`config.mk`:
```
export PLATFORM = sky130hd
export DESIGN_NAME = eac_top
export DESIGN_NICKNAME = d
export VERILOG_FILES = /design/src/core/eac_serial.v /design/src/core/eac_top.v
export VERILOG_INCLUDE_DIRS = /design/src /design/src/core
export SDC_FILE = /design/constraint.sdc
export NUM_CORES = 1
export LEC_CHECK = 0
export BUFFER_PORTS_ARGS = -buffer_cell sky130_fd_sc_hd__buf_2
export CAP_MARGIN = 10
export CORE_ASPECT_RATIO = 0.9
export CORE_UTILIZATION = 53
export CTS_CLUSTER_DIAMETER = 50
export CTS_CLUSTER_SIZE = 16
export DETAILED_ROUTE_END_ITERATION = 8
export PLACE_DENSITY = 0.78
export SETUP_SLACK_MARGIN = 0.4
export SLEW_MARGIN = 10
export SYNTH_ARGS = -nofsm -noshare
export SYNTH_HDL_FRONTEND = slang
export SYNTH_SLANG_ARGS = --single-unit
```
`constraint.sdc`:
```
create_clock -name aclk -period 2.5 [get_ports aclk]
set_input_delay 0.5 -clock aclk [delete_from_list [all_inputs] [get_ports aclk]]
set_output_delay 0.5 -clock aclk [all_outputs]
set_load 0.01 [all_outputs]
```
`src/core/eac_map.vh`:
```
`ifndef EAC_MAP_VH
`define EAC_MAP_VH
// ----------------------------------------
// register indices, byte address = index * 4
// ----------------------------------------
`define EAC_IDX_STATE     6'h20
`define EAC_IDX_LOCATION  6'h21
`define EAC_IDX_OPCODE    6'h22
`define EAC_IDX_BUFFER    6'h23
// ----------------------------------------
// fields and values
// ----------------------------------------
`define EAC_BIT_XFER      11
`define EAC_BIT_CSTORE    10
`define EAC_BIT_CLOAD     9
`define EAC_BIT_PRESENT   8
`define EAC_OPC_WRITE     4'h4
`define EAC_OPC_READ      4'h8
`define EAC_RST_BYTE      8'h00
`define EAC_RESP_OKAY     2'h0
`define EAC_RESP_SLVERR   2'h2
// serial instruction bytes sent to the memory
`define EAC_INS_WRITE     8'h02
`define EAC_INS_READ      8'h03
// ----------------------------------------
// timing
// ----------------------------------------
`define EAC_CLK_NS        25
`define EAC_SCK_HALF_NS   100
// half period in clocks: 100 ns rounded up to whole 25 ns clocks
`define EAC_SCK_HALF_CYC  3'h4
`define EAC_FRAME_BITS    5'h18
`endif

```
`src/core/eac_serial.v`:
```
`timescale 1ns/1ps
`default_nettype none
`include "eac_map.vh"
module eac_serial (
    input  wire        aclk,
    input  wire        aresetn,
    input  wire        start,
    input  wire        is_read,
    input  wire [7:0]  addr,
    input  wire [7:0]  wdata,
    output wire        busy,
    output reg         done_r,
    output reg  [7:0]  rdata_r,
    output reg         eep_cs_n_r,
    output reg         eep_sck_r,
    output reg         eep_mosi_r,
    input  wire        eep_miso
);
    // ----------------------------------------
    // states and constants
    // ----------------------------------------
    localparam [1:0] ST_IDLE  = 2'h0;
    localparam [1:0] ST_SHIFT = 2'h1;
    localparam [1:0] ST_END   = 2'h2;
    localparam [2:0] HALF_LAST = `EAC_SCK_HALF_CYC - 3'h1;
    localparam [4:0] BIT_LAST  = `EAC_FRAME_BITS - 5'h01;

    reg [1:0]  state_r;
    reg [2:0]  div_r;
    reg [4:0]  bit_r;
    reg [23:0] tx_r;
    reg [7:0]  rx_r;
    reg        miso_s1_r;
    reg        miso_s2_r;
    wire [23:0] frame_w;

    assign busy    = (state_r != ST_IDLE);
    assign frame_w = {(is_read ? `EAC_INS_READ : `EAC_INS_WRITE), addr, wdata};

    // two stage sync, only the second stage is read
    always @(posedge aclk) begin
        if (!aresetn) begin
            miso_s1_r <= 1'b0;
            miso_s2_r <= 1'b0;
        end else begin
            miso_s1_r <= eep_miso;
            miso_s2_r <= miso_s1_r;
        end
    end

    // mode 0 frame: instruction, address, data, msb first
    always @(posedge aclk) begin
        if (!aresetn) begin
            state_r    <= ST_IDLE;
            div_r      <= 3'h0;
            bit_r      <= 5'h00;
            tx_r       <= 24'h000000;
            rx_r       <= 8'h00;
            rdata_r    <= `EAC_RST_BYTE;
            done_r     <= 1'b0;
            eep_cs_n_r <= 1'b1;
            eep_sck_r  <= 1'b0;
            eep_mosi_r <= 1'b0;
        end else begin
            done_r <= 1'b0;
            case (state_r)
                ST_IDLE: begin
                    if (start) begin
                        tx_r       <= frame_w;
                        eep_mosi_r <= frame_w[23];
                        eep_cs_n_r <= 1'b0;
                        div_r      <= 3'h0;
                        bit_r      <= 5'h00;
                        state_r    <= ST_SHIFT;
                    end
                end
                ST_SHIFT: begin
                    if (div_r == HALF_LAST) begin
                        div_r     <= 3'h0;
                        eep_sck_r <= ~eep_sck_r;
                        if (!eep_sck_r) begin
                            rx_r <= {rx_r[6:0], miso_s2_r};
                        end else if (bit_r == BIT_LAST) begin
                            state_r <= ST_END;
                        end else begin
                            tx_r       <= {tx_r[22:0], 1'b0};
                            eep_mosi_r <= tx_r[22];
                            bit_r      <= bit_r + 5'h01;
                        end
                    end else begin
                        div_r <= div_r + 3'h1;
                    end
                end
                ST_END: begin
                    // hold chip select one half period after the last edge
                    if (div_r == HALF_LAST) begin
                        eep_cs_n_r <= 1'b1;
                        eep_mosi_r <= 1'b0;
                        rdata_r    <= rx_r;
                        done_r     <= 1'b1;
                        state_r    <= ST_IDLE;
                    end else begin
                        div_r <= div_r + 3'h1;
                    end
                end
                default: begin
                    state_r <= ST_IDLE;
                end
            endcase
        end
    end
endmodule
`default_nettype wire

```
`src/core/eac_top.v`:
```
// Behaviour
// RQ1: software puts the byte to be programmed into the byte buffer before it writes the opcode.
// RQ2: when a read from the memory ends, the returned byte is stored in the 8-bit byte buffer for software.
// RQ3: software leaves buffer, location and opcode alone while any in-progress flag is set.
// RQ4: software loads the 8-bit target location first and only then writes the opcode.
// RQ5: a write to the 4-bit opcode field starts one access with the location and buffer already loaded.
// RQ6: opcode 0x4 programs the buffer byte at the location, opcode 0x8 reads from the location.
// RQ7: after reset the byte buffer and the location register both hold zero.
// RQ8: the state register shows transfer, config store and config load busy flags, and no command starts while any is set.
`timescale 1ns/1ps
`default_nettype none
`include "eac_map.vh"
module eac_top (
    input  wire        aclk,
    input  wire        aresetn,
    input  wire [7:0]  s_axi_awaddr,
    input  wire [2:0]  s_axi_awprot,
    input  wire        s_axi_awvalid,
    output wire        s_axi_awready,
    input  wire [31:0] s_axi_wdata,
    input  wire [3:0]  s_axi_wstrb,
    input  wire        s_axi_wvalid,
    output wire        s_axi_wready,
    output reg  [1:0]  s_axi_bresp,
    output reg         s_axi_bvalid,
    input  wire        s_axi_bready,
    input  wire [7:0]  s_axi_araddr,
    input  wire [2:0]  s_axi_arprot,
    input  wire        s_axi_arvalid,
    output wire        s_axi_arready,
    output reg  [31:0] s_axi_rdata,
    output reg  [1:0]  s_axi_rresp,
    output reg         s_axi_rvalid,
    input  wire        s_axi_rready,
    input  wire        cfg_store_req,
    input  wire        cfg_load_req,
    input  wire [7:0]  cfg_addr,
    input  wire [7:0]  cfg_wdata,
    output reg  [7:0]  cfg_rdata_r,
    output reg         cfg_done_r,
    input  wire        eep_present_pin,
    output wire        eep_cs_n,
    output wire        eep_sck,
    output wire        eep_mosi,
    input  wire        eep_miso
);
    // ----------------------------------------
    // kinds of transfer
    // ----------------------------------------
    localparam [1:0] KIND_SW_WR = 2'h0;
    localparam [1:0] KIND_SW_RD = 2'h1;
    localparam [1:0] KIND_CSTORE = 2'h2;
    localparam [1:0] KIND_CLOAD = 2'h3;

    reg        aw_hold_r;
    reg        w_hold_r;
    reg [5:0]  aw_idx_r;
    reg [31:0] wdata_r;
    reg        wstrb0_r;
    reg [7:0]  location_r;
    reg [7:0]  byte_buffer_r;
    reg        xfer_busy_r;
    reg        cstore_busy_r;
    reg        cload_busy_r;
    reg [1:0]  kind_r;
    reg        present_s1_r;
    reg        present_s2_r;
    reg [31:0] rd_word;
    reg        rd_hit;
    reg        wr_hit;
    reg        opc_known;
    reg [15:0] state_word;

    wire       do_wr;
    wire       any_busy;
    wire [5:0] ar_idx;
    wire [3:0] opc_field;
    wire       wr_ok;
    wire       loc_we;
    wire       buf_we;
    wire       opc_we;
    wire       sw_go;
    wire       cstore_go;
    wire       cload_go;
    wire       eng_start;
    wire       eng_read;
    wire [7:0] eng_addr;
    wire [7:0] eng_wdata;
    wire       eng_busy;
    wire       eng_done;
    wire [7:0] eng_rdata;
    wire [1:0] kind_nxt;

    // ----------------------------------------
    // axi4-lite write channels
    // ----------------------------------------
    // address and data are taken in either order, response waits for both
    // prot bits and strobe lanes above lane 0 are ignored, only lane 0 carries data
    assign s_axi_awready = !aw_hold_r && !s_axi_bvalid;
    assign s_axi_wready  = !w_hold_r && !s_axi_bvalid;
    assign do_wr         = aw_hold_r && w_hold_r && !s_axi_bvalid;

    always @(posedge aclk) begin
        if (!aresetn) begin
            aw_hold_r <= 1'b0;
            w_hold_r  <= 1'b0;
            aw_idx_r  <= 6'h00;
            wdata_r   <= 32'h00000000;
            wstrb0_r  <= 1'b0;
        end else begin
            if (s_axi_awvalid && s_axi_awready) begin
                aw_hold_r <= 1'b1;
                aw_idx_r  <= s_axi_awaddr[7:2];
            end else if (do_wr) begin
                aw_hold_r <= 1'b0;
            end
            if (s_axi_wvalid && s_axi_wready) begin
                w_hold_r <= 1'b1;
                wdata_r  <= s_axi_wdata;
                wstrb0_r <= s_axi_wstrb[0];
            end else if (do_wr) begin
                w_hold_r <= 1'b0;
            end
        end
    end

    always @* begin
        wr_hit = (aw_idx_r == `EAC_IDX_LOCATION) || (aw_idx_r == `EAC_IDX_OPCODE) ||
                 (aw_idx_r == `EAC_IDX_BUFFER) || (aw_idx_r == `EAC_IDX_STATE);
    end

    always @(posedge aclk) begin
        if (!aresetn) begin
            s_axi_bvalid <= 1'b0;
            s_axi_bresp  <= `EAC_RESP_OKAY;
        end else if (do_wr) begin
            s_axi_bvalid <= 1'b1;
            s_axi_bresp  <= wr_hit ? `EAC_RESP_OKAY : `EAC_RESP_SLVERR;
        end else if (s_axi_bready) begin
            s_axi_bvalid <= 1'b0;
        end
    end

    // ----------------------------------------
    // opcode and register write decode
    // ----------------------------------------
    assign any_busy  = xfer_busy_r || cstore_busy_r || cload_busy_r || eng_busy;
    assign opc_field = wdata_r[3:0];

    // unknown opcodes are dropped without a transfer
    always @* begin
        case (opc_field)
            `EAC_OPC_WRITE: opc_known = 1'b1; // RQ6
            `EAC_OPC_READ:  opc_known = 1'b1; // RQ6
            default:        opc_known = 1'b0;
        endcase
    end

    // writes while busy are dropped so an access in flight keeps its operands
    assign wr_ok     = do_wr && wstrb0_r && !any_busy; // RQ8
    assign loc_we    = wr_ok && (aw_idx_r == `EAC_IDX_LOCATION);
    assign buf_we    = wr_ok && (aw_idx_r == `EAC_IDX_BUFFER);
    assign opc_we    = wr_ok && (aw_idx_r == `EAC_IDX_OPCODE); // RQ5
    assign sw_go     = opc_we && opc_known; // RQ5 RQ8

    // ----------------------------------------
    // command launch
    // ----------------------------------------
    // software wins a tie, then store over load
    assign cstore_go = cfg_store_req && !sw_go && !any_busy; // RQ8
    assign cload_go  = cfg_load_req && !cfg_store_req && !sw_go && !any_busy; // RQ8

    assign eng_start = sw_go || cstore_go || cload_go;
    assign eng_read  = sw_go ? (opc_field == `EAC_OPC_READ) : cload_go; // RQ6
    // the access uses what is already loaded, so location and buffer must be loaded before the opcode write
    assign eng_addr  = sw_go ? location_r : cfg_addr; // RQ4 RQ5
    assign eng_wdata = sw_go ? byte_buffer_r : cfg_wdata; // RQ1 RQ5
    // the kind decides where the result of this frame goes when it ends
    assign kind_nxt  = sw_go ? (eng_read ? KIND_SW_RD : KIND_SW_WR) : (cstore_go ? KIND_CSTORE : KIND_CLOAD);

    eac_serial u_serial (
        .aclk       (aclk),
        .aresetn    (aresetn),
        .start      (eng_start),
        .is_read    (eng_read),
        .addr       (eng_addr),
        .wdata      (eng_wdata),
        .busy       (eng_busy),
        .done_r     (eng_done),
        .rdata_r    (eng_rdata),
        .eep_cs_n_r (eep_cs_n),
        .eep_sck_r  (eep_sck),
        .eep_mosi_r (eep_mosi),
        .eep_miso   (eep_miso)
    );

    // ----------------------------------------
    // busy flags
    // ----------------------------------------
    // flags stay set through the whole frame; the memory's own write cycle is not covered
    always @(posedge aclk) begin
        if (!aresetn) begin
            xfer_busy_r   <= 1'b0;
            cstore_busy_r <= 1'b0;
            cload_busy_r  <= 1'b0;
            kind_r        <= KIND_SW_WR;
        end else if (eng_start) begin
            xfer_busy_r   <= 1'b1; // RQ8
            cstore_busy_r <= cstore_go; // RQ8
            cload_busy_r  <= cload_go; // RQ8
            kind_r        <= kind_nxt;
        end else if (eng_done) begin
            xfer_busy_r   <= 1'b0;
            cstore_busy_r <= 1'b0;
            cload_busy_r  <= 1'b0;
        end
    end

    // ----------------------------------------
    // location and byte buffer
    // ----------------------------------------
    // a read result beats a buffer write in the same cycle, which busy refuses anyway
    always @(posedge aclk) begin
        if (!aresetn) begin
            location_r    <= `EAC_RST_BYTE; // RQ7
            byte_buffer_r <= `EAC_RST_BYTE; // RQ7
        end else begin
            if (loc_we) begin
                location_r <= wdata_r[7:0];
            end
            if (eng_done && (kind_r == KIND_SW_RD)) begin
                byte_buffer_r <= eng_rdata; // RQ2
            end else if (buf_we) begin
                byte_buffer_r <= wdata_r[7:0];
            end
        end
    end

    // ----------------------------------------
    // config request port
    // ----------------------------------------
    // a request seen while busy is lost, the requester waits for cfg_done_r
    always @(posedge aclk) begin
        if (!aresetn) begin
            cfg_rdata_r <= `EAC_RST_BYTE;
            cfg_done_r  <= 1'b0;
        end else begin
            cfg_done_r <= eng_done && ((kind_r == KIND_CSTORE) || (kind_r == KIND_CLOAD));
            if (eng_done && (kind_r == KIND_CLOAD)) begin
                cfg_rdata_r <= eng_rdata;
            end
        end
    end

    // ----------------------------------------
    // presence pin sync
    // ----------------------------------------
    always @(posedge aclk) begin
        if (!aresetn) begin
            present_s1_r <= 1'b0;
            present_s2_r <= 1'b0;
        end else begin
            present_s1_r <= eep_present_pin;
            present_s2_r <= present_s1_r;
        end
    end

    // ----------------------------------------
    // axi4-lite read channels
    // ----------------------------------------
    // unused bits read as zero
    always @* begin
        state_word                   = 16'h0000;
        state_word[`EAC_BIT_XFER]    = xfer_busy_r; // RQ8
        state_word[`EAC_BIT_CSTORE]  = cstore_busy_r; // RQ8
        state_word[`EAC_BIT_CLOAD]   = cload_busy_r; // RQ8
        state_word[`EAC_BIT_PRESENT] = present_s2_r;
    end

    assign ar_idx        = s_axi_araddr[7:2];
    assign s_axi_arready = !s_axi_rvalid;

    always @* begin
        rd_word = 32'h00000000;
        rd_hit  = 1'b1;
        case (ar_idx)
            `EAC_IDX_STATE:    rd_word = {16'h0000, state_word};
            `EAC_IDX_LOCATION: rd_word = {24'h000000, location_r};
            `EAC_IDX_OPCODE:   rd_word = 32'h00000000;
            `EAC_IDX_BUFFER:   rd_word = {24'h000000, byte_buffer_r}; // RQ2
            default:           rd_hit  = 1'b0;
        endcase
    end

    always @(posedge aclk) begin
        if (!aresetn) begin
            s_axi_rvalid <= 1'b0;
            s_axi_rdata  <= 32'h00000000;
            s_axi_rresp  <= `EAC_RESP_OKAY;
        end else if (s_axi_arvalid && s_axi_arready) begin
            s_axi_rvalid <= 1'b1;
            s_axi_rdata  <= rd_word;
            s_axi_rresp  <= rd_hit ? `EAC_RESP_OKAY : `EAC_RESP_SLVERR;
        end else if (s_axi_rready) begin
            s_axi_rvalid <= 1'b0;
        end
    end
endmodule
`default_nettype wire

```
# After elaboration in Yosys (flattened, before gate mapping)

Cells that the tools add are included.

Memory bits (read-only): 0
Memory bits (writable): 0
Output and inout port bits: 53
Bits in registers: 142
Memories kept: 0
Bits in latches: 0

Reductions and logical operators: 59
Equal/unequal tests: 24
Bitwise gates (word level): 1
Magnitude comparators: 0
Multipliers: 0
Add/sub/neg operators: 2
Shifts and indexed selects: 0
Div/mod/pow operators: 0
Muxes and demuxes: 55

Operators by type and width:

| kind                                                                    | number |
|---|---|
| 23-bit 2-to-1 mux                                                       | 4 |
| 6-bit equality test, second input constant                              | 8 |
| 23-bit one-hot mux with 2 select lines                                  | 1 |
| 12-bit one-hot mux with 3 select lines                                  | 1 |
| 8-bit 2-to-1 mux                                                        | 4 |
| 1-bit 2-to-1 mux                                                        | 25 |
| 1-bit logical AND                                                       | 21 |
| 5-bit 2-to-1 mux                                                        | 4 |
| 2-bit nonzero test                                                      | 9 |
| 2-bit 2-to-1 mux                                                        | 8 |
| 5-bit one-hot mux with 2 select lines                                   | 1 |
| 5-bit AND reduction                                                     | 2 |
| 1-bit logical OR                                                        | 9 |
| 3-bit 2-to-1 mux                                                        | 3 |
| 3-bit one-hot mux with 3 select lines                                   | 1 |
| 3-bit AND reduction                                                     | 3 |
| 2-bit by 1-bit inequality test with 1-bit output, second input constant | 4 |
| 1-bit zero test                                                         | 7 |
| 2-bit equality test, second input constant                              | 3 |
| 2-bit inequality test, second input constant                            | 3 |
| 2-bit one-hot mux with 3 select lines                                   | 1 |
| 2-bit AND reduction                                                     | 3 |
| 6-bit AND reduction                                                     | 1 |
| 5-bit by 1-bit adder with 5-bit output, second input constant           | 1 |
| 13 further kinds                                                        | 14 |

# Depth between registers and ports, before layout

Gate-level depths: netlist (run 1).

Depth after elaboration: 14
Gate-level depth with buffers: 9
Mapped depth without buffers: 7

# Cells and area by module

Synthesis (run 1) repeated with hierarchy kept, for this count alone.

Cell total of the unflattened synthesis: 596
Area total of the unflattened synthesis: 5690.5 sq um

By module, submodules not included:

| module     | sequential area each (sq um) | cells each | instances | area each (sq um) |
|---|---|---|---|---|
| eac_top    | 1301.2                       | 325        | 1         | 3206.8 |
| eac_serial | 1101.1                       | 271        | 1         | 2483.6 |

# Worst setup path after synthesis (run 1)

OpenSTA, ideal clock, no wires.

Path type: reg2reg
From: register u_serial.state_r[0]
To: register u_serial.eep_mosi_r
Cell stages (with the launch flop): 10
Clock period less this slack: 2.292 ns
Arrival time: 2.157 ns
Path slack: 0.208 ns
Data required time: 2.365 ns
Cell sequence: dfxtp_1 -> inv_1 -> ha_1 -> nor4b_4 -> nand3_4 -> o211a_1 -> buf_2 -> buf_2 -> o311ai_1 -> o41ai_1

Cells in the longest elaborated chain, start to end: 13
Elaborated cells between the ends (all ways): 24
Classes of those cells: eq/ne (7); mux (1); reduce/logical (16)

Ends and longest elaborated chain:

| item                                   | line                                        | source |
|---|---|---|
| start, declared                        | eac_serial.v:28                             | `reg [1:0] state_r;` |
| start signal, assigned                 | eac_serial.v:54                             | `state_r <= ST_IDLE;` |
| start signal, assigned                 | eac_serial.v:74                             | `state_r <= ST_SHIFT;` |
| start signal, assigned                 | eac_serial.v:84                             | `state_r <= ST_END;` |
| 2-bit nonzero test                     | eac_serial.v:37                             | `assign busy = (state_r != ST_IDLE);` |
| 1-bit logical OR                       | eac_top.v:147                               | `assign any_busy = xfer_busy_r \|\| cstore_busy_r \|\| cload_busy_r \|\| eng_busy;` |
| 1-bit zero test                        | eac_top.v:160, eac_top.v:170, eac_top.v:171 |  |
| 1-bit logical AND                      | eac_top.v:160                               | `assign wr_ok = do_wr && wstrb0_r && !any_busy;` |
| 1-bit logical AND                      | eac_top.v:163                               | `` assign opc_we = wr_ok && (aw_idx_r == `EAC_IDX_OPCODE); `` |
| 1-bit logical AND                      | eac_top.v:164                               | `assign sw_go = opc_we && opc_known;` |
| 1-bit zero test                        | eac_top.v:170, eac_top.v:171                |  |
| 1-bit logical AND (2 in series)        | eac_top.v:170                               | `assign cstore_go = cfg_store_req && !sw_go && !any_busy;` |
| 1-bit logical OR (2 in series)         | eac_top.v:173                               | `assign eng_start = sw_go \|\| cstore_go \|\| cload_go;` |
| 2-bit inequality test (no source line) | --                                          |  |
| 6-bit AND reduction (no source line)   | --                                          |  |
| end signal, assigned                   | eac_serial.v:70                             | `eep_mosi_r <= frame_w[23];` |
| end signal, assigned                   | eac_serial.v:87                             | `eep_mosi_r <= tx_r[22];` |
| end, declared                          | eac_serial.v:16                             | `output reg eep_mosi_r,` |

Parallel ways exist; a longest one is shown, timed or not.
A chain may end at the register's enable or synchronous reset.

# Worst setup path after layout (run 1)

From: register u_serial.state_r[1]
To: register u_serial.tx_r[7]

Cells in the longest elaborated chain, start to end: 13
Elaborated cells between the ends (all ways): 24
Classes of those cells: eq/ne (5); mux (3); reduce/logical (16)

Ends and longest elaborated chain:

| item                                   | line                                        | source |
|---|---|---|
| 2-bit nonzero test                     | eac_serial.v:37                             |  |
| 1-bit logical OR                       | eac_top.v:147                               |  |
| 1-bit zero test                        | eac_top.v:160, eac_top.v:170, eac_top.v:171 |  |
| 1-bit logical AND                      | eac_top.v:160                               |  |
| 1-bit logical AND                      | eac_top.v:163                               |  |
| 1-bit logical AND                      | eac_top.v:164                               |  |
| 1-bit zero test                        | eac_top.v:170, eac_top.v:171                |  |
| 1-bit logical AND (2 in series)        | eac_top.v:170                               |  |
| 1-bit logical OR (2 in series)         | eac_top.v:173                               |  |
| 2-bit inequality test (no source line) | --                                          |  |
| 5-bit AND reduction (no source line)   | --                                          |  |
| end signal, assigned                   | eac_serial.v:69                             | `tx_r <= frame_w;` |
| end signal, assigned                   | eac_serial.v:86                             | `tx_r <= {tx_r[22:0], 1'b0};` |
| end, declared                          | eac_serial.v:31                             | `reg [23:0] tx_r;` |

Parallel ways exist; a longest one is shown, timed or not. The select of a mux whose other input is x is not followed.

==> results of run 1 <==
## layer usage
layer,global-route usage,wire (um),vias to the layer above
met5,0,0,-
met4,0.149,408,0
met3,0.0634,654,35
met2,0.412,6320,143
met1,0.328,5780,2203
li1,-,-,2271
## registers in the layout, indices dropped and copies added, names as in the netlist, 2 cells and up
| signal | count |
|---|---|
| u_serial.tx_r | 23 |
| s_axi_rdata | 12 |
| byte_buffer_r | 8 |
| cfg_rdata_r | 8 |
| location_r | 8 |
| u_serial.rdata_r | 8 |
| u_serial.rx_r | 8 |
| wdata_r | 8 |
| aw_idx_r | 6 |
| u_serial.bit_r | 5 |
| u_serial.div_r | 3 |
| kind_r | 2 |
| u_serial.state_r | 2 |
## final timing paths
| check | from | endpoint | depth (start not counted) |
|---|---|---|---|
| worst max-delay path | u_serial.state_r[1] | u_serial.tx_r[7] | 10 |
| worst min-delay path | eep_miso | u_serial.miso_s1_r | 2 |
| worst max register to register | u_serial.state_r[1] | u_serial.tx_r[7] | 10 |
| worst min register to register | u_serial.miso_s1_r | u_serial.miso_s2_r | 1 |
## cell usage in the layout, fill, tap and decap left out, types with 3 or more instances in the layout
| master | netlist | layout |
|---|---|---|
| sky130_fd_sc_hd__nand2b_1 | 20 | 20 |
| sky130_fd_sc_hd__nand3b_1 | 3 | 3 |
| sky130_fd_sc_hd__o211ai_1 | 7 | 7 |
| sky130_fd_sc_hd__a21oi_1 | 38 | 36 |
| sky130_fd_sc_hd__clkbuf_1 | 29 | 6 |
| sky130_fd_sc_hd__mux2i_1 | 54 | 53 |
| sky130_fd_sc_hd__inv_1 | 12 | 9 |
| sky130_fd_sc_hd__nor2_1 | 86 | 86 |
| sky130_fd_sc_hd__nand2_1 | 78 | 78 |
| sky130_fd_sc_hd__ha_1 | 9 | 7 |
| sky130_fd_sc_hd__buf_2 | 3 | 78 |
| sky130_fd_sc_hd__clkbuf_8 | 0 | 4 |
| sky130_fd_sc_hd__nand3_1 | 13 | 13 |
| sky130_fd_sc_hd__o22ai_1 | 3 | 3 |
| sky130_fd_sc_hd__buf_4 | 24 | 26 |
| sky130_fd_sc_hd__nor2_4 | 1 | 3 |
| sky130_fd_sc_hd__dfxtp_1 | 120 | 118 |
| sky130_fd_sc_hd__a211oi_1 | 11 | 10 |
| sky130_fd_sc_hd__o31ai_1 | 3 | 3 |
| sky130_fd_sc_hd__nor2b_1 | 3 | 3 |
| sky130_fd_sc_hd__mux2_2 | 8 | 8 |
| sky130_fd_sc_hd__clkbuf_16 | 0 | 18 |
| sky130_fd_sc_hd__a32o_1 | 15 | 14 |
| sky130_fd_sc_hd__buf_12 | 0 | 3 |
| sky130_fd_sc_hd__o21ai_0 | 10 | 9 |
| sky130_fd_sc_hd__and2_1 | 8 | 8 |
| sky130_fd_sc_hd__conb_1 | 1 | 22 |
| sky130_fd_sc_hd__a22oi_1 | 12 | 12 |
## cell type report
cell class / count / area, um^2
inverter: 12 / 50.0
antenna: 1 / 2.50
sequential: 120 / 2410
tap: 126 / 158
clock buffer: 27 / 503
timing repair buffer: 110 / 693
clock inverter: 3 / 40.0
multi-input combinational: 443 / 2820
fill: 763 / 3110
## power groups by stage
stage | Combinational (W) | Sequential (W) | Clock (W)
finish | 0.00177 | 0.00224 | 0.00225
global route | 0.00192 | 0.00226 | 0.00237
CTS | 0.00163 | 0.00222 | 0.00227
detailed placement | 0.00143 | 0.00225 | 0
floorplan | 0.00114 | 0.00222 | 0
global placement | 0.00138 | 0.00224 | 0
## Yosys cell counts (11+ instances only)
library cell | n | area share
sky130_fd_sc_hd__dfxtp_1 | 120 | 0.44
sky130_fd_sc_hd__nor2_1 | 86 | 0.060
sky130_fd_sc_hd__mux2i_1 | 54 | 0.10
sky130_fd_sc_hd__inv_1 | 12 | 0.0083
sky130_fd_sc_hd__nand3_1 | 13 | 0.012
sky130_fd_sc_hd__nand2b_1 | 20 | 0.023
sky130_fd_sc_hd__a21oi_1 | 38 | 0.035
sky130_fd_sc_hd__a22oi_1 | 12 | 0.017
sky130_fd_sc_hd__clkbuf_1 | 29 | 0.020
sky130_fd_sc_hd__buf_4 | 24 | 0.033
sky130_fd_sc_hd__a32o_1 | 15 | 0.028
sky130_fd_sc_hd__nand2_1 | 78 | 0.054
sky130_fd_sc_hd__a211oi_1 | 11 | 0.015
## timing repair
item	4_1_cts	5_1_grt
resized for setup	4	18
hold endpoints to repair	0	0
gates cloned	1	2
pin swaps	3	6
setup endpoints to repair	42	38
setup buffers	9	5
## cells by family (layout without fill, tap and decap cells)
kind of cell	after synthesis	count (layout)
xor gates and xnor gates	1	1
AOI/OAI and AO/OA	113	114
and+or+nand+nor	235	235
DFF	120	120
other	1	23
adders and majority gates	9	9
buffers and inverters	69	152
muxes	62	62
## stage by stage
stage / util / cell area [um^2] / cells / hold WS [ns]
2_1_floorplan: - / 5510 / 631 / 0.412
3_3_place_gp: 0.602 / 5890 / 794 / 0.420
3_5_place_dp: 0.602 / 5890 / 794 / 0.427
4_1_cts: 0.668 / 6540 / 834 / 0.292
5_1_grt: 0.682 / 6680 / 842 / 0.297
6_report: 0.682 / 6680 / 842 / 0.298
==> summary by stage, run 1 <==
Status
The flow ran to the end, and the final reports show no timing, DRC or antenna violations.

Die
The total die area is between 10,000 and 15,000 um^2. The standard-cell row count is 34. The total core area is between 9000 and 10,000 um^2. Pin placement for this block handled 138 I/O pins. The die is 97.8 um tall. The x dimension of the die is 108 um. The initial core utilization is 0.552.

Synth
The compound-gate portion of the synthesized area was 0.144. Synthesis produced a netlist whose cell count is 610. A synthesized cell averages 8.86 um^2. For this run, the register share of the synthesized area comes to 0.445. Of the total synthesized cell area, the portion taken by XOR and XNOR cells is 0.00162. After synthesis, the largest family of logic cells by area is simple AND/OR/NAND/NOR gates. The synthesis-stage register bit count is 120. The number of enable flip-flop cells after synthesis is 0.

The cell area that synthesis handed to floorplanning was 5400 um^2. The count of yosys warnings during synthesis is 0. In this run, distinct cell masters in the synthesized netlist total 57. Of all flip-flops after synthesis, the portion carrying an async set or reset was 0.

Of the total synthesized cell area, the portion taken by full adders, half adders and majority gates is 0.0208. The portion of synthesized area spent on multiplexers is 0.117. The predominant post-synthesis flop cell is sky130_fd_sc_hd__dfxtp_1. The simple-gate share of the synthesized area is 0.206.

Timing
In the post-route analysis, the smallest setup slack over all paths is between 0.4 and 0.5 ns. Of the available clock period, the critical path in the final layout requires 0.816. The worst pin sits at a relative slew slack of 0.502. The final hold violation count was 0. For the final routed database, the setup TNS stands at 0 ns. The number of max-slew violations in the final report came to 0. The final number of setup-violating endpoints is 0.

The time the worst path needs with I/O delays and setup is between 2 and 2.5 ns. The highest achievable clock rate is between 400 and 500 MHz. At the pin with the least slew margin, the transition time is 0.746 ns. Setup repair after global routing could not meet its margin everywhere. The clock arrives with 0.00787 ns of skew.

Placement
The routability congestion estimate from global placement is 0.837. The wire-length estimate of the detail-placed layout is a little under 9000 um. The placement-stage worst setup slack is 0.149 ns. The number of I/O port buffers is 78.

Power and ir drop
The leakage component of the power is 2.77 nW. The design draws ~0.0062 W. The switching power summed over all nets is 0.00189 W. IR analysis of the VDD net gives a maximum drop of 0.611 mV. Internal power comes to 0.00436 W.

The share of total power dissipated in sequential elements is 0.358. Of the total power, the share spent switching nets is 0.302. The combinational group share of total power is 0.283.

Power spread over the standard cell area amounts to 936 nW/um^2. The share of total power dissipated in the clock network is 0.360.

Clock tree
The clock buffer count from CTS is 17. CTS saw 120 sinks. The cts-stage hold buffer count is 0.

The root buffer cell is sky130_fd_sc_hd__clkbuf_16. Clock-pin slew was measured on the worst setup and hold paths at 0.05 ns. The number of buffers on the longest clock path is 2. The clock tree synthesis step divided the H-tree into 4 levels. The worst-skew pair later-pin latency is 0.42 ns. The CTS tree is yes.

Routing
Before antenna repair, the detailed router went through 5 iterations. Dividing the detail-routed wire length by the instance count gives between 15 and 20 um. Summing over every cut layer, the via total after detailed routing is 4,652. The final routed DRC violation total is 0. The number of design-rule violations left by the first detailed-router iteration is 354. The routed wire length is 13,200 um. In this run the remaining antenna-violating nets after routing total 0.

Using the TritonRoute via totals, the vias-per-cell ratio works out to 5.52.

Setup path
The worst setup path category is reg -> reg. The required time at the endpoint of the critical path is 2.80 ns. The nature of the critical path startpoint is a flop. The most prevalent standard cell on the critical path is sky130_fd_sc_hd__buf_4. The slowest stage of the critical path is the sky130_fd_sc_hd__dfxtp_2 cell. In this run the register-to-register setup slack is 0.46 ns. The type of destination of the critical path is a flop. The delay contributed by the slowest stage of the critical path is 0.34 ns. The buffer and inverter count on the worst path is 4.

The gate family responsible for the most delay along the worst path is buffers and inverters. The data arrival time at the worst-slack endpoint is 2.34 ns. Along the worst path, the maximum fanout reaches 7. Traced cell by cell, the critical path runs through inv_4, ha_4, nor4b_4, buf_4, nand3_4, o211ai_1, buf_4, a21oi_4, clkbuf_16, a32o_1.

Flow run
The count of maximum capacitance violations is 0.

Global route
The first global-routing pass estimated approximately 21,000 um of wire. Entering global routing, the biggest net connects 55 pins. The total grt overflow is 0.

The number of antenna violations at the first check in global routing is 1. The via count of the first global-routing pass is about 4,500. The total global routing track utilization is 0.262.

Finish
In the final design database the tool counted roughly 800 nets. The layout overhead on the synthesized area is 23.6%. The ratio of cells with drive above 1 in the final layout is 0.236.

Min path
The tightest min-delay check is of the in -> reg type.
Power figures use the tool's default switching activity.
==> run 2, diff against run 1 <==
==> constraint.sdc (replaced) <==
create_clock -name aclk -period 1.9 [get_ports aclk]
set_input_delay 0.38 -clock aclk [delete_from_list [all_inputs] [get_ports aclk]]
set_output_delay 0.38 -clock aclk [all_outputs]
set_load 0.01 [all_outputs]
==> run 2 against run 1 <==
Net effect: the run now ends with setup timing left; wire length grew 23%; fmax shrank 2.0%; largest cell class unchanged; hold slack lost 0.13 ns; sequential power grew 31%; first-iteration DRC count grew 42%; sequential cell count is the same.
==> summary by stage, run 2 (same netlist as run 1, synthesis figures left out) <==
Status
The run finished, with violations left. The checks that failed: setup timing.

Setup path
Traced cell by cell, the critical path runs through inv_2, ha_4, nor4b_4, buf_4, nand3_4, buf_6, o211ai_1, buf_4, a21oi_4, buf_12, a32o_1. At the worst endpoint, the required time is approximately 2.2 ns. Setup slack on the worst reg-to-reg path comes out at -0.18 ns.

The endpoint of the worst register-to-register path is u_serial.tx_r[1]. The data arrival time at the worst-slack endpoint is between 2 and 2.5 ns. The worst setup path is captured at a flop.

The critical path crosses 11 cells after its start point. The nature of the critical path startpoint is a flop. Counting stages on the worst path, the most repeated cell is sky130_fd_sc_hd__buf_4. The worst setup path category is reg -> reg. The critical path contains buffers and inverters numbering 5 combined. For the worst flop-to-flop path, the logic depth is 11. The worst register-to-register path begins at u_serial.state_r[1]. On the worst path, the slowest cell contributes a delay of 0.32 ns. In this run the worst path has a maximum fanout of 15. The kind of cell with the highest combined delay along the critical path is buffers and inverters. The slowest stage of the critical path belongs to the cell sky130_fd_sc_hd__dfxtp_2.

Finish
The area used by sequential logic in the layout is about 2400 um^2. The end-of-flow core utilization is 0.775. More flip-flops sit in one register than any other, and that register is u_serial.tx_r. Counting the fill cells in the layout gives 579. The diode insertion count for antenna repair is 0. Leaving out fill and tap cells, the most frequent cell in the layout is sky130_fd_sc_hd__dfxtp_1. The layout overhead on the synthesized area is 40.3%.

The register with the most flip-flops in the layout has 23 of them. The largest registers in the layout are u_serial.tx_r: 23 flops, s_axi_rdata: 12 flops. The ratio of cells with drive above 1 in the final layout is 0.366. Leaving out fill and tap cells, the most frequent cells in the layout are sky130_fd_sc_hd__dfxtp_1 (114), sky130_fd_sc_hd__buf_2 (78), sky130_fd_sc_hd__nor2_1 (75), sky130_fd_sc_hd__nand2_1 (68), sky130_fd_sc_hd__mux2i_1 (52). In the final design database the tool counted 840 nets. In the final layout, the multi-input gates occupy 3160 um^2.

Timing
The time the worst path needs with I/O delays and setup is 2.08 ns. In the finished design, the share of the clock period the worst path needs comes to 1.10. The final hold violation count is 0. In the post-route analysis, the smallest setup slack over all paths is -0.181 ns.

The number of max-slew violations in the final report is 0. Between clock sinks in the finished design, the worst skew comes to 0.00533 ns. The final number of setup-violating endpoints is 53. For the pin with the worst max-slew slack, the measured transition is 0.714 ns. Setup repair after global routing could not meet its margin everywhere. The worst hold slack after final layout is 0.166 ns. Derived from the worst setup path, the maximum achievable clock frequency is 480 MHz. In this run the tightest slew margin relative to its limit is 0.521.

Power and ir drop
After layout, the design draws a total of 0.00987 W. The areal power density over the cells is 1300 nW/um^2. The largest vdd supply drop is 0.908 mV. In this run the static leakage power is 3.15 nW.

Routing
The final layout contains routed wiring with a total length of around 16,000 um. In the final routed layout, each cell accounts on average for roughly 18 um. Summing over every cut layer, the via total after detailed routing is 5,108.

The number of optimization iterations in the first detailed-route pass is 5. The met3 wire length is roughly 1000 um. For this block, wires on met1 add up to 6460 um.

Wire segments on met2 add up to 8040 um in the final route. The final antenna-violating net count is 0. The per-cell via count in the routed design is 5.77. The final routed DRC violation total is 0. After the first detailed-routing iteration, the DRC count stood at 501. The topmost layer with routed signal wires is met4.

Placement
The number of I/O port buffers is 78. The post-detailed-placement half-perimeter wirelength is 9280 um. The routability congestion estimate from global placement is 0.860.

Flow run
The count of maximum capacitance violations is 0.

Clock tree
The clock-pin slew on the worst setup and hold paths is 0.06 ns. The count of H-tree levels built during CTS is 4. Buffers inserted during clock tree synthesis total 17. At the later pin of the worst-skew pair, clock insertion delay measures 0.42 ns. The number of buffers on the longest clock path is 2. The clock sink total is 120. The tree is rooted in a sky130_fd_sc_hd__clkbuf_16.

TritonCTS built the clock tree.

Min path
The number of cells on the worst hold path is 2. The type of the tightest min-delay check is in -> reg. The worst hold path begins at eep_miso. The worst hold path terminates at u_serial.miso_s1_r.

Global route
The number of antenna violations at the first check in global routing is 0. The first global-routing pass estimated 24,000 um of wire. The total grt overflow is 0.

The via count of the first global-routing pass is 4,904. The total global routing track utilization is 0.298. Entering global routing, the biggest net connects 79 pins.

Die
In this run the standard cell core region covers 9780 um^2. For this configuration, the core starts out at a cell density of 0.552. The number of placed I/O pins is 138. The die height is approximately 98 um. In this run the core area contains 34 standard-cell rows. From left edge to right edge, the die measures 108 um.

The die covers about 11,000 um^2.
## run 2: through the flow
stage                     worst slack, ns  TNS (ns)  instances  cell area [um^2]
after floorplan                    -0.229     -5.46        631              5610
after global placement             -0.126     -2.30        825              6210
after detailed placement           -0.164     -4.30        825              6210
after CTS                         -0.0742     -1.58        875              7350
after global routing               -0.288    -11.37        885              7580
final                              -0.181     -5.91        885              7580
## run 2: worst max-delay path by stage
stage | from | to | slack, ns
detailed placement | u_serial.state_r[1] | u_serial.tx_r[20] | -0.16
floorplan | u_serial.state_r[1] | u_serial.bit_r[0] | -0.23
finish | u_serial.state_r[1] | u_serial.tx_r[1] | -0.18
global route | u_serial.state_r[1] | u_serial.tx_r[15] | -0.29
CTS | u_serial.state_r[1] | u_serial.tx_r[1] | -0.07
global placement | u_serial.state_r[1] | u_serial.div_r[2] | -0.13
## run 2: layer usage
layer,up-vias,global-route usage
li1,2359,-
met1,2413,0.342
met2,270,0.493
met3,66,0.0841
met4,0,0.176
met5,-,0
## run 2: final cells by class
type,instances,area share
flip-flops and latches,120,0.318
multi-input cells,443,0.417
clock buffers,19,0.0584
well taps,126,0.0208
clock inverters,13,0.0327
inverters,12,0.00644
repair buffers,152,0.146
## run 2: power breakdown
part,leakage (nW),internal (W),switching [W]
registers,0.978,0.00276,0.000163
clock network,0.341,0.00262,0.00118
logic,1.83,0.00151,0.00164
## run 2: what timing repair did
| action | 4_1_cts | 5_1_grt |
|---|---|---|
| pin swaps | 27 | 17 |
| resized for setup | 68 | 39 |
| setup endpoints to repair | 87 | 78 |
| hold buffers | 0 | 0 |
| buffers inserted | 17 | 9 |
| cloned | 1 | 1 |
